===== config.mk =====
export PLATFORM = sky130hd
export DESIGN_NAME = mfc_counter_ctrl
export DESIGN_NICKNAME = d
export VERILOG_FILES = /design/src/verilog/mfc_pkg.sv /design/src/verilog/mfc_counter_ctrl.sv
export SDC_FILE = /design/constraint.sdc
export NUM_CORES = 1
export LEC_CHECK = 0
export ABC_CLOCK_PERIOD_IN_PS = 15150
export BUFFER_PORTS_ARGS = -buffer_cell sky130_fd_sc_hd__buf_2
export CORE_MARGIN = 2
export CORE_UTILIZATION = 35
export CTS_BUF_LIST = sky130_fd_sc_hd__clkbuf_4
export DETAILED_ROUTE_END_ITERATION = 10
export PLACE_DENSITY = 0.53
export SYNTH_ARGS = -nofsm -noshare
export SYNTH_HDL_FRONTEND = slang
export SYNTH_SLANG_ARGS = --single-unit

===== constraint.sdc =====
create_clock -name clk_in -period 15.15 [get_ports clk_in]
set_clock_uncertainty 0.2 [all_clocks]
set_input_delay 3.03 -clock clk_in [delete_from_list [all_inputs] [get_ports clk_in]]
set_output_delay 3.03 -clock clk_in [all_outputs]
set_load 0.05 [all_outputs]

===== src/verilog/mfc_pkg.sv =====
// Shared constants and types for the multifunction counter control block
package mfc_pkg;
    typedef enum logic [2:0] {
        MODE_LOW_BAND,
        MODE_MID_BAND,
        MODE_HIGH_BAND,
        MODE_PERIOD,
        MODE_ACCUMULATE,
        MODE_SELFCHECK
    } mfc_mode_type;

    typedef enum logic [1:0] {
        MS_HALT,
        MS_ARM,
        MS_RUN
    } mfc_meas_type;

    localparam int CLK_PERIOD_NS = 5;
    localparam longint LB_GATE_NS = 64'd10_000_000;
    localparam longint HB_XTAL_GATE_NS = 64'd25_600_000;
    localparam longint HB_COMP_GATE_NS = 64'd32_000_000;
    localparam longint LB_GATE_CYC = LB_GATE_NS / CLK_PERIOD_NS;
    localparam longint HB_XTAL_GATE_CYC = HB_XTAL_GATE_NS / CLK_PERIOD_NS;
    localparam longint HB_COMP_GATE_CYC = HB_COMP_GATE_NS / CLK_PERIOD_NS;
    localparam longint LOW_BAND_LIMIT_HZ = 64'd10_000_000;
    localparam logic [35:0] LB_LIMIT_COUNT = 36'(LOW_BAND_LIMIT_HZ * LB_GATE_NS / 64'd1_000_000_000);
    localparam logic [35:0] DISPLAY_LIMIT = 36'd100_000_000;

    localparam mfc_mode_type RST_MODE = MODE_LOW_BAND;
    localparam logic [1:0] RST_RES = 2'h0;
    localparam logic RST_COMP_TB = 1'b0;

    localparam logic [7:0] REG_CONFIG = 8'h00;
    localparam logic [7:0] REG_STATUS = 8'h04;
    localparam logic [7:0] REG_DISPLAY = 8'h08;
    localparam logic [7:0] REG_COUNT = 8'h0c;
    localparam int CFG_COMP_TB_BIT = 0;
    localparam int ST_RES_LSB = 4;
    localparam int ST_ACTIVE_BIT = 8;
    localparam int ST_OVF_BIT = 9;
    localparam int ST_FROZEN_BIT = 10;
    localparam logic [1:0] RESP_OKAY = 2'h0;
    localparam logic [1:0] RESP_SLVERR = 2'h2;

    typedef struct packed {
        logic awvalid;
        logic [7:0] awaddr;
        logic wvalid;
        logic [31:0] wdata;
        logic [3:0] wstrb;
        logic bready;
        logic arvalid;
        logic [7:0] araddr;
        logic rready;
    } mfc_axi_req_type;

    typedef struct packed {
        logic awready;
        logic wready;
        logic bvalid;
        logic [1:0] bresp;
        logic arready;
        logic rvalid;
        logic [31:0] rdata;
        logic [1:0] rresp;
    } mfc_axi_rsp_type;
endpackage


===== src/verilog/mfc_counter_ctrl.sv =====
// Measurement sequencing, panel lamps and register slave of the multifunction counter
`timescale 1ns/10ps
`default_nettype none

// Behaviour
// - After reset the low-band frequency mode is selected, shown in kilohertz.
// - After reset the shortest resolution is selected: 0.01s gate, single period.
// - Mode button press advances among six modes; only that mode's lamp lights.
// - Low and mid band gates are 0.01s, 0.1s, 1.0s and 10s.
// - High band gates are 25.6ms..25.6s crystal, 32ms..32s compensated base.
// - Period mode averages over 1, 10, 100 or 1000 input cycles.
// - Only high-band mode uses the secondary input; self-check counts the clock, others use the primary.
// - Accumulate mode counts primary cycles and shows the running count.
// - Accumulation stops while the gate input is low; high allows counting.
// - Freeze outside accumulation holds display, clears counter, restarts on release.
// - Freeze in accumulation holds display, pauses; resumes only if gate high.
// - Clear button zeroes the count; a fresh measurement starts on release.
// - Activity lamp is lit exactly while a measurement is in progress.
// - Results beyond eight digits light overflow lamp and drop top digits.
// - Kilo lamp in low, self-check, period; mega in mid, high; none accumulating.
// - Self-check mode measures the internal reference time base frequency.
// - Resolution button steps four settings with lamps; when accumulating it steps without restarting the count.
// - Low band above 10 Mega_unit_lamp may read zero without the overflow lamp.
// - Decimal point position follows the selected resolution setting, fixed at zero when accumulating.
module mfc_counter_ctrl #(
    parameter longint LB_GATE_CYCLES = mfc_pkg::LB_GATE_CYC,
    parameter longint HB_XTAL_GATE_CYCLES = mfc_pkg::HB_XTAL_GATE_CYC,
    parameter longint HB_COMP_GATE_CYCLES = mfc_pkg::HB_COMP_GATE_CYC
) (
    input wire logic clk_in,
    input wire logic rst_n_in,
    input wire logic primary_signal_in,
    input wire logic secondary_signal_in,
    input wire logic mode_select_button_in,
    input wire logic resolution_select_button_in,
    input wire logic clear_button_in,
    input wire logic display_freeze_switch_in,
    input wire logic accumulate_gate_input_in,
    input wire mfc_pkg::mfc_axi_req_type axi_req_in,
    output mfc_pkg::mfc_axi_rsp_type axi_rsp_out,
    output logic [5:0] mode_lamps_out,
    output logic [3:0] resolution_lamps_out,
    output logic activity_lamp_out,
    output logic range_exceeded_lamp_out,
    output logic kilo_micro_unit_lamp_out,
    output logic mega_unit_lamp_out,
    output logic [26:0] display_value_out,
    output logic [2:0] decimal_point_out
);
    typedef struct packed {
        logic [2:0] pri_s;
        logic [2:0] sec_s;
        logic [1:0] gate_s;
        logic [1:0] frz_s;
        logic [1:0] clr_s;
        logic [2:0] mode_btn_s;
        logic [2:0] res_btn_s;
        mfc_pkg::mfc_mode_type mode;
        logic [1:0] res;
        logic comp_tb;
        mfc_pkg::mfc_meas_type st;
        logic [35:0] gate_cnt;
        logic [35:0] event_cnt;
        logic [26:0] display;
        logic overflow;
        logic aw_held;
        logic [7:0] aw_addr;
        logic w_held;
        logic [31:0] w_data;
        logic [3:0] w_strb;
        logic bvalid;
        logic [1:0] bresp;
        logic rvalid;
        logic [31:0] rdata;
        logic [1:0] rresp;
    } mfc_state_type;

    mfc_state_type q, d;

    function automatic logic [35:0] decade(input logic [35:0] base, input logic [1:0] res);
        case (res)
            2'h0: decade = base;
            2'h1: decade = 36'(base * 36'd10);
            2'h2: decade = 36'(base * 36'd100);
            default: decade = 36'(base * 36'd1000);
        endcase
    endfunction

    // Eight digits only; leading digits are simply lost
    function automatic logic [27:0] fit_display(input logic [35:0] value);
        logic [35:0] rem;
        rem = value % mfc_pkg::DISPLAY_LIMIT;
        fit_display = {(value >= mfc_pkg::DISPLAY_LIMIT), rem[26:0]};
    endfunction

    function automatic mfc_pkg::mfc_meas_type start_state(input mfc_pkg::mfc_mode_type mode);
        // Period timing must align to an input edge first
        start_state = (mode == mfc_pkg::MODE_PERIOD) ? mfc_pkg::MS_ARM : mfc_pkg::MS_RUN;
    endfunction

    logic pri_edge, sec_edge, gate_hi, frozen, clearing, mode_press, res_press;
    logic src_edge, freq_mode, gate_done, period_done;
    logic [35:0] gate_target, period_target, result;
    logic [27:0] fitted, acc_fit;
    logic [31:0] status_word, read_word;
    logic read_ok;

    always_comb
    begin
        pri_edge = q.pri_s[1] & ~q.pri_s[2];
        sec_edge = q.sec_s[1] & ~q.sec_s[2];
        gate_hi = q.gate_s[1];
        frozen = q.frz_s[1];
        clearing = q.clr_s[1];
        mode_press = q.mode_btn_s[1] & ~q.mode_btn_s[2];
        res_press = q.res_btn_s[1] & ~q.res_btn_s[2];
        freq_mode = (q.mode != mfc_pkg::MODE_PERIOD) && (q.mode != mfc_pkg::MODE_ACCUMULATE);
        case (q.mode)
            mfc_pkg::MODE_HIGH_BAND: src_edge = sec_edge;
            mfc_pkg::MODE_SELFCHECK: src_edge = 1'b1;
            default: src_edge = pri_edge;
        endcase
        if (q.mode == mfc_pkg::MODE_HIGH_BAND)
        begin
            gate_target = decade(q.comp_tb ? 36'(HB_COMP_GATE_CYCLES) : 36'(HB_XTAL_GATE_CYCLES), q.res);
        end
        else
        begin
            gate_target = decade(36'(LB_GATE_CYCLES), q.res);
        end
        period_target = decade(36'd1, q.res);
        gate_done = freq_mode && (q.st == mfc_pkg::MS_RUN) && (q.gate_cnt == gate_target - 36'd1);
        period_done = (q.mode == mfc_pkg::MODE_PERIOD) && (q.st == mfc_pkg::MS_RUN) && pri_edge
            && (q.event_cnt + 36'd1 == period_target);
        if (q.mode == mfc_pkg::MODE_PERIOD)
        begin
            result = q.gate_cnt + 36'd1;
        end
        else
        begin
            result = q.event_cnt + {35'h0, src_edge};
        end
        fitted = fit_display(result);
        acc_fit = fit_display(q.event_cnt + {35'h0, gate_hi & pri_edge});
        // Above the guaranteed low-band range the reading collapses to zero
        if (q.mode == mfc_pkg::MODE_LOW_BAND && result > decade(mfc_pkg::LB_LIMIT_COUNT, q.res))
        begin
            fitted = 28'h0;
        end
    end

    always_comb
    begin
        status_word = 32'h0;
        status_word[2:0] = 3'(q.mode);
        status_word[mfc_pkg::ST_RES_LSB +: 2] = q.res;
        status_word[mfc_pkg::ST_ACTIVE_BIT] = activity_lamp_out;
        status_word[mfc_pkg::ST_OVF_BIT] = q.overflow;
        status_word[mfc_pkg::ST_FROZEN_BIT] = frozen;
        read_ok = 1'b1;
        case (axi_req_in.araddr)
            mfc_pkg::REG_CONFIG: read_word = {31'h0, q.comp_tb};
            mfc_pkg::REG_STATUS: read_word = status_word;
            mfc_pkg::REG_DISPLAY: read_word = {5'h0, q.display};
            mfc_pkg::REG_COUNT: read_word = q.event_cnt[31:0];
            default:
            begin
                read_word = 32'h0;
                read_ok = 1'b0;
            end
        endcase
    end

    always_comb
    begin
        d = q;
        d.pri_s = {q.pri_s[1:0], primary_signal_in};
        d.sec_s = {q.sec_s[1:0], secondary_signal_in};
        d.gate_s = {q.gate_s[0], accumulate_gate_input_in};
        d.frz_s = {q.frz_s[0], display_freeze_switch_in};
        d.clr_s = {q.clr_s[0], clear_button_in};
        d.mode_btn_s = {q.mode_btn_s[1:0], mode_select_button_in};
        d.res_btn_s = {q.res_btn_s[1:0], resolution_select_button_in};

        if (clearing)
        begin
            // Clear has priority over the buttons, freeze and counting (not reset or the register slave) and blanks the reading
            d.st = mfc_pkg::MS_HALT;
            d.gate_cnt = 36'h0;
            d.event_cnt = 36'h0;
            d.display = 27'h0;
            d.overflow = 1'b0;
        end
        else if (mode_press || (res_press && q.mode != mfc_pkg::MODE_ACCUMULATE))
        begin
            if (mode_press)
            begin
                d.mode = (q.mode == mfc_pkg::MODE_SELFCHECK) ? mfc_pkg::MODE_LOW_BAND
                    : mfc_pkg::mfc_mode_type'(3'(q.mode) + 3'h1);
            end
            else
            begin
                d.res = q.res + 2'h1;
            end
            d.gate_cnt = 36'h0;
            d.event_cnt = 36'h0;
            d.st = frozen ? mfc_pkg::MS_HALT : start_state(mode_press ? d.mode : q.mode);
        end
        else if (q.mode == mfc_pkg::MODE_ACCUMULATE)
        begin
            if (res_press)
            begin
                d.res = q.res + 2'h1;
            end
            if (frozen)
            begin
                d.st = mfc_pkg::MS_HALT;
            end
            else
            begin
                d.st = mfc_pkg::MS_RUN;
                if (gate_hi && pri_edge)
                begin
                    d.event_cnt = q.event_cnt + 36'd1;
                end
                d.display = acc_fit[26:0];
                d.overflow = acc_fit[27];
            end
        end
        else if (frozen)
        begin
            d.st = mfc_pkg::MS_HALT;
            d.gate_cnt = 36'h0;
            d.event_cnt = 36'h0;
        end
        else
        begin
            case (q.st)
                mfc_pkg::MS_HALT:
                begin
                    // Release of clear or freeze starts afresh
                    d.st = start_state(q.mode);
                    d.gate_cnt = 36'h0;
                    d.event_cnt = 36'h0;
                end
                mfc_pkg::MS_ARM:
                begin
                    if (pri_edge)
                    begin
                        d.st = mfc_pkg::MS_RUN;
                        d.gate_cnt = 36'h0;
                        d.event_cnt = 36'h0;
                    end
                end
                mfc_pkg::MS_RUN:
                begin
                    if (gate_done || period_done)
                    begin
                        d.display = fitted[26:0];
                        d.overflow = fitted[27];
                        d.gate_cnt = 36'h0;
                        d.event_cnt = 36'h0;
                    end
                    else
                    begin
                        d.gate_cnt = q.gate_cnt + 36'd1;
                        if (freq_mode ? src_edge : pri_edge)
                        begin
                            d.event_cnt = q.event_cnt + 36'd1;
                        end
                    end
                end
                default: d.st = mfc_pkg::MS_HALT;
            endcase
        end

        // Register slave: address and data may come in either order
        if (axi_req_in.awvalid && axi_rsp_out.awready)
        begin
            d.aw_held = 1'b1;
            d.aw_addr = axi_req_in.awaddr;
        end
        if (axi_req_in.wvalid && axi_rsp_out.wready)
        begin
            d.w_held = 1'b1;
            d.w_data = axi_req_in.wdata;
            d.w_strb = axi_req_in.wstrb;
        end
        if (q.aw_held && q.w_held && !q.bvalid)
        begin
            d.aw_held = 1'b0;
            d.w_held = 1'b0;
            d.bvalid = 1'b1;
            d.bresp = mfc_pkg::RESP_OKAY;
            if (q.aw_addr == mfc_pkg::REG_CONFIG)
            begin
                if (q.w_strb[0])
                begin
                    d.comp_tb = q.w_data[mfc_pkg::CFG_COMP_TB_BIT];
                end
            end
            else if (q.aw_addr != mfc_pkg::REG_STATUS && q.aw_addr != mfc_pkg::REG_DISPLAY
                && q.aw_addr != mfc_pkg::REG_COUNT)
            begin
                d.bresp = mfc_pkg::RESP_SLVERR;
            end
        end
        if (q.bvalid && axi_req_in.bready)
        begin
            d.bvalid = 1'b0;
        end
        if (axi_req_in.arvalid && axi_rsp_out.arready)
        begin
            d.rvalid = 1'b1;
            d.rdata = read_word;
            d.rresp = read_ok ? mfc_pkg::RESP_OKAY : mfc_pkg::RESP_SLVERR;
        end
        else if (q.rvalid && axi_req_in.rready)
        begin
            d.rvalid = 1'b0;
        end

        if (!rst_n_in)
        begin
            d = '0;
            d.mode = mfc_pkg::RST_MODE;
            d.res = mfc_pkg::RST_RES;
            d.comp_tb = mfc_pkg::RST_COMP_TB;
            d.st = mfc_pkg::MS_RUN;
        end
    end

    always_ff @(posedge clk_in)
    begin
        q <= d;
    end

    always_comb
    begin
        axi_rsp_out.awready = !q.aw_held;
        axi_rsp_out.wready = !q.w_held;
        axi_rsp_out.bvalid = q.bvalid;
        axi_rsp_out.bresp = q.bresp;
        axi_rsp_out.arready = !q.rvalid;
        axi_rsp_out.rvalid = q.rvalid;
        axi_rsp_out.rdata = q.rdata;
        axi_rsp_out.rresp = q.rresp;
        mode_lamps_out = 6'h1 << 3'(q.mode);
        resolution_lamps_out = 4'h1 << q.res;
        activity_lamp_out = (q.st != mfc_pkg::MS_HALT)
            && (q.mode != mfc_pkg::MODE_ACCUMULATE || gate_hi);
        range_exceeded_lamp_out = q.overflow;
        kilo_micro_unit_lamp_out = (q.mode == mfc_pkg::MODE_LOW_BAND) || (q.mode == mfc_pkg::MODE_PERIOD)
            || (q.mode == mfc_pkg::MODE_SELFCHECK);
        mega_unit_lamp_out = (q.mode == mfc_pkg::MODE_MID_BAND)
            || (q.mode == mfc_pkg::MODE_HIGH_BAND);
        display_value_out = q.display;
        case (q.mode)
            mfc_pkg::MODE_MID_BAND: decimal_point_out = 3'(q.res) + 3'h3;
            mfc_pkg::MODE_HIGH_BAND: decimal_point_out = 3'(q.res) + 3'h2;
            mfc_pkg::MODE_ACCUMULATE: decimal_point_out = 3'h0;
            default: decimal_point_out = 3'(q.res) + 3'h1;
        endcase
    end
endmodule

`default_nettype wire


**Word-level counts from Yosys, hierarchy flattened**

Index checks and enable logic that the tools add are counted.
W data, S select, Z words.

- Add/sub/neg operators: 10
- Multiply operators: 3
- Div/mod/pow operators: 2
- $lt $le $gt $ge: 3
- Equality and inequality tests: 30
- Shifts and indexed selects: 2
- Mux-type cells: 48
- Bitwise operators: 14
- Reductions and logical operators: 55

Operators by type and width:

| operator | count |
|---|---|
| $mux W74 | 3 |
| $pmux W72 S3 | 1 |
| $mux W36 | 5 |
| $mux W28 | 5 |
| $mux W64 | 2 |
| $pmux W32 S4 | 1 |
| $mux W102 | 1 |
| $pmux W33 S3 | 1 |
| $pmux W31 S3 | 1 |
| $pmux W27 S3 | 1 |
| $add A36 B1 Y36 | 2 |
| $add A36 B1 Y36 const B | 2 |
| $eq A36 B36 Y1 | 2 |
| $ge A36 B27 Y1 const B | 2 |
| $mod A36 B27 Y36 const B | 2 |
| $mux W72 | 1 |
| $gt A36 B36 Y1 | 1 |
| $sub A36 B1 Y36 const B | 1 |
| $mul A23 B7 Y30 const B | 1 |
| $pmux W10 S3 | 1 |
| $mul A23 B5 Y28 const B | 1 |
| $mul A23 B3 Y26 const B | 1 |
| $mux W2 | 12 |
| $mux W22 | 1 |
| 48 further kinds | 116 |

- Bits in registers: 176
- Output and inout port bits: 85

**Longest topological paths before layout**

- Word-level depth: 14
- Gate-level depth with buffers: 72
- Depth with buffers taken out: 58

**Worst setup path after synthesis**

Ideal clock, no wire load.

- Path type: reg2reg
- From: register q[189] in the netlist's numbering
- To: register q, in the netlist display_value_out[15]
- Arrival time: 15.686 ns
- Required time: 14.880 ns
- Setup slack: -0.807 ns
- Stages on the path, launching flop included: 61
- Cell sequence: dfxtp_1 clkbuf_1 nor3b_1 o31ai_1 inv_1 ha_1 ha_1 nand2_1 or4_4 o211ai_2 a22oi_2 a2111oi_4 a22oi_1 o21ai_1 xnor2_1 o21a_1 buf_2 o31ai_1 (+25 left out) or3_1 and2_1 or4_4 nor4_4 o31a_2 buf_6 xnor2_1 nand3_1 o21ba_1 o21a_1 o21ai_1 and2_1 buf_6 nor3_2 maj3_1 xnor2_1 nand3b_1 a21oi_1

- Cells in the longest elaborated chain, start to end: 11

RTL lines:

| item | RTL line | RTL |
|---|---|---|
| start: declaration | mfc_counter_ctrl.sv:78 | `mfc_state_type q, d;` |
| start signal: assignment | mfc_counter_ctrl.sv:335 | `q <= d;` |
| parallel branches: the longest is 11 deep, another holds $add A36 B1 Y36 | n/a |  |

Parallel ways; which one is timed is not known. The select of a mux whose other input is x is not followed.
A chain may end at the register's enable or synchronous reset.

**Worst setup path after layout**

- From: register q[208] in the netlist's numbering
- To: register q, in the netlist display_value_out[12]

- Cells in the longest elaborated chain, start to end: 11

RTL lines:

| item | RTL line | RTL |
|---|---|---|
| $and A1 B1 Y1 * | mfc_counter_ctrl.sv:110 | `pri_edge = q.pri_s[1] & ~q.pri_s[2];` |
| parallel branches: the longest is 10 deep, another holds $add A36 B1 Y36 | n/a |  |

Mark *: on every way between the ends. The select of a mux whose other input is x is not followed.

==> summary.md <==
| Metric | Value |
|---|---|
| Hold Crit Class | `flop to flop` |
| Number of I/O port buffers | `114` |
| Mapped Area | `27,500 um^2` |
| Core area | `77,700 um^2` |
| Register area | `3490 um^2` |
| Register bit total from synthesis | `174` |
| Crit-path leading delay family | `compound AO/OA/AOI/OAI gates` |
| Buffers plus inverters on the worst setup path | `7` |
| Synthesis Warnings | `0` |
| Slew @ Worst Pin | `1.26 ns` |
| GRT met3 Usage | `3.49%` |
| Area growth syn-to-layout | `27.5%` |
| GR peak layer | `met2` |
| Ports | `151` |
| FMAX | `0.0686 GHz` |
| Hpwl dp | `86,400 um` |
| Pre-Repair DR Iteration Count | `7` |
| Total power | `918 uW` |
| Width of the die | `285 um` |
| Max-slew violations | `0` |
| Hold Crit Start | `q[204]` |
| Starting density of the core | `35.4%` |
| Clock Latency Late Sink | `0.75 ns` |
| Largest net degree at the start of global routing | `75` |
| Worst Path Arrival | `15.06 ns` |
| WHS Endpoint | `q[205]` |
| Final ANT Viol Nets | `0` |
| Layout cells sized above 1 | `28.6%` |
| Multiplexer share of the synthesized area | `4.72%` |
| Final wirelength | `108,000 um` |
| XOR/XNOR Fraction of Synth Area | `12.7%` |
| Post-synthesis adder-cell area fraction | `2.09%` |
| Routed len/inst | `19.5 um` |
| Post-DR vias/cell | `5.77` |
| Slowest Stage Delay on Critical Path | `0.53 ns` |
| Post-Synthesis Cells | `3,899` |
| PwrDens | `26.1 nW/um^2` |
| Clock Pin Slew Worst Setup and Hold Paths | `0.18 ns` |
| Root Buffer | `clkbuf_4` |
| Worst hold slack | `0.257 ns` |
| Slew Limit Headroom | `15.0%` |
| Status | `completed` |
| Max_cap viols | `0` |
| GRT met1 Usage | `33.8%` |
| Non-filler cells, final | `5,551` |
| Placed insts | `5,468` |
| Post-Syn Area per Cell | `7.06 um^2` |
| Clk buf depth | `2` |
| Clock sink count | `174` |
| EDFF count, synth | `0` |
| Vias in the first global route | `29,800` |
| Congestion Overflow GR | `0` |
| Initial antenna violation count | `7` |
| DR iter-0 viols | `2,458` |
| Worst Path Required | `15.63 ns` |
| Top_reg_cell synth | `dfxtp_1` |
| Final setup viols | `0` |
| Maximum vdd drop | `0.0421 mV` |
| FF-to-FF path depth | `58` |
| Layout fillers | `8,049` |
| Die extent in y | `285 um` |
| Die area | `81,000 um^2` |
| Endpoint class of the critical path | `flop` |
| # nets final | `4,594` |
| Worst hold stages | `1` |
| Largest family of logic cells by synthesized area | `simple AND/OR/NAND/NOR gates` |
| # rows | `102` |
| Final hold viol count | `0` |
| R2R Path Start | `q[208]` |
| First-pass GRT wire length | `169,000 um` |
| Post-layout min period | `14.58 ns` |
| Fin crit share | `96.2%` |
| GP Congestion | `0.989` |
| CP max FO | `8` |
| R2r endpoint | `display_value_out[12]` |
| Seq/Total Area, Yosys | `12.6%` |
| Leak | `13.5 nW` |
| Met2 Track Usage GR | `42.7%` |
| Fin Setup TNS | `0 ns` |
| Unique masters post-synth | `144` |
| Most used cell, CP | `buf_4` |
| Compound-gate portion of the synthesized area | `30.3%` |
| Crit Path Class | `flop to flop` |
| DRC | `0` |
| Startpoint Class | `flop` |
| Crit path max-delay cell type | `or4b_1` |
| Vias | `32,000` |
| TritonCTS clock tree | `built` |
| Post-synth ARST share | `0%` |
| CTS Buf Count | `17` |
| Multi-input logic area | `23,400 um^2` |
| GR Util All Layers | `25.6%` |
| # H-tree levels | `4` |
| Simple-Gate Fraction of Synth Area | `31.1%` |
| Internal reg-to-reg setup slack | `0.57 ns` |
[worst max-delay path by stage]
stage	slack, ns	cells past startpoint	endpoint	from
floorplan	0.01	64	display_value_out[15]	q[191]
global placement	-0.12	59	display_value_out[12]	q[208]
detailed placement	-0.19	62	display_value_out[16]	q[191]
CTS	0.006	60	display_value_out[14]	q[191]
global route	-0.15	62	display_value_out[12]	q[208]
finish	0.57	58	display_value_out[12]	q[208]
[logic make-up after synthesis]
| family | Yosys count |
|---|---|
| xor gates and xnor gates | 400 |
| AOI/OAI and AO/OA | 1168 |
| DFF | 174 |
| adders and majority gates | 48 |
| buffers and inverters | 363 |
| and+or+nand+nor | 1624 |
| muxes | 121 |
| other | 1 |
[state kept, by name, indices dropped and copies added (netlist names)]
name and flops:
axi_rsp_out 36, q 107, gate_hi 1, frozen 1, range_exceeded_lamp_out 1, clearing 1, display_value_out 27
[cells in the mapped netlist (52+ instances only)]
library cell | instances | share of area, %
nand3_1 | 166 | 3.0
nor4_1 | 60 | 1.4
and2_1 | 71 | 1.6
o21ai_0 | 184 | 3.3
nor3_1 | 127 | 2.3
buf_2 | 58 | 1.1
xnor2_1 | 274 | 8.7
xor2_1 | 126 | 4.0
inv_1 | 70 | 0.95
nor2_1 | 365 | 5.0
buf_4 | 75 | 2.0
dfxtp_1 | 174 | 13
and3_1 | 62 | 1.4
clkbuf_1 | 138 | 1.9
nor2b_1 | 82 | 1.9
a31oi_1 | 76 | 1.7
nand4_1 | 83 | 1.9
nand2_1 | 321 | 4.4
mux2i_1 | 65 | 2.4
or3_1 | 54 | 1.2
mux2_2 | 52 | 2.1
a21oi_1 | 243 | 4.4
[metrics by stage]
stage                     cell area, um^2  utilization [%]  setup WS [ns]
after floorplan                     27600                -         0.0129
after global placement              33300             42.9         -0.124
after global routing                35100             45.2         -0.151
final                               35100             45.2          0.572
after CTS                           33700             43.4        0.00551
after detailed placement            33300             42.9         -0.187
[cell usage in the layout (no fill, tap or decap), types with 34 or more instances in the layout]
master and instances:
nand3_1 160, nor2b_1 81, o211ai_1 44, nor3_1 118
and2_1 67, nor4_1 50, a31oi_1 71, and3_1 58
xor2_1 124, buf_4 742, nor2_1 357, mux2i_1 62
o21ai_0 179, or3_1 52, a211oi_1 43, nand4_1 83
nand2_1 317, buf_2 114, a22oi_1 38, xnor2_1 264
inv_1 69, o22ai_1 34, mux2_2 50, a21oi_1 231
a21o_1 38, dfxtp_1 169
[worst register-to-register path: cells and delay by family (launching register included)]
family / cells / cell delay [ns]
flops: 1 / 0.38
xor+xnor: 1 / 0.14
compound gates: 25 / 5.87
fa+ha+maj: 2 / 0.41
buf+inv: 7 / 1.11
mux: 2 / 0.73
simple gates: 21 / 5.72
[per-layer routing]
| metal | share of wire (%) | routed length [um] |
|---|---|---|
| met5 | 0.028 | 30 |
| met2 | 46 | 50000 |
| met1 | 44 | 47900 |
| met4 | 3.3 | 3580 |
| met3 | 6.0 | 6450 |
[repair_timing]
item / CTS / global route
pin swaps: 3 / 83
gates resized for setup: 16 / 208
buffers inserted: 1 / 44
setup endpoints to repair: 19 / 19
gates cloned: 0 / 1
hold endpoints to repair: 0 / 0
hold buffers: 0 / 0
[final cells by class]
class                           count  share of cell area, %
Antenna cell                        5                 0.0356
Inverter                           73                  0.781
Sequential cell                   174                   9.94
Clock buffer                       17                  0.364
Multi-Input combinational cell   3363                   66.8
Tap cell                         1040                   3.71
Clock inverter                     15                  0.567
Timing Repair Buffer              864                   17.8
[where the power goes]
| part | internal (mW) | switching (mW) |
|---|---|---|
| logic | 0.0411 | 0.0939 |
| registers | 0.465 | 0.00600 |
| clock network | 0.0831 | 0.229 |
(Power assumes the default switching activity.)
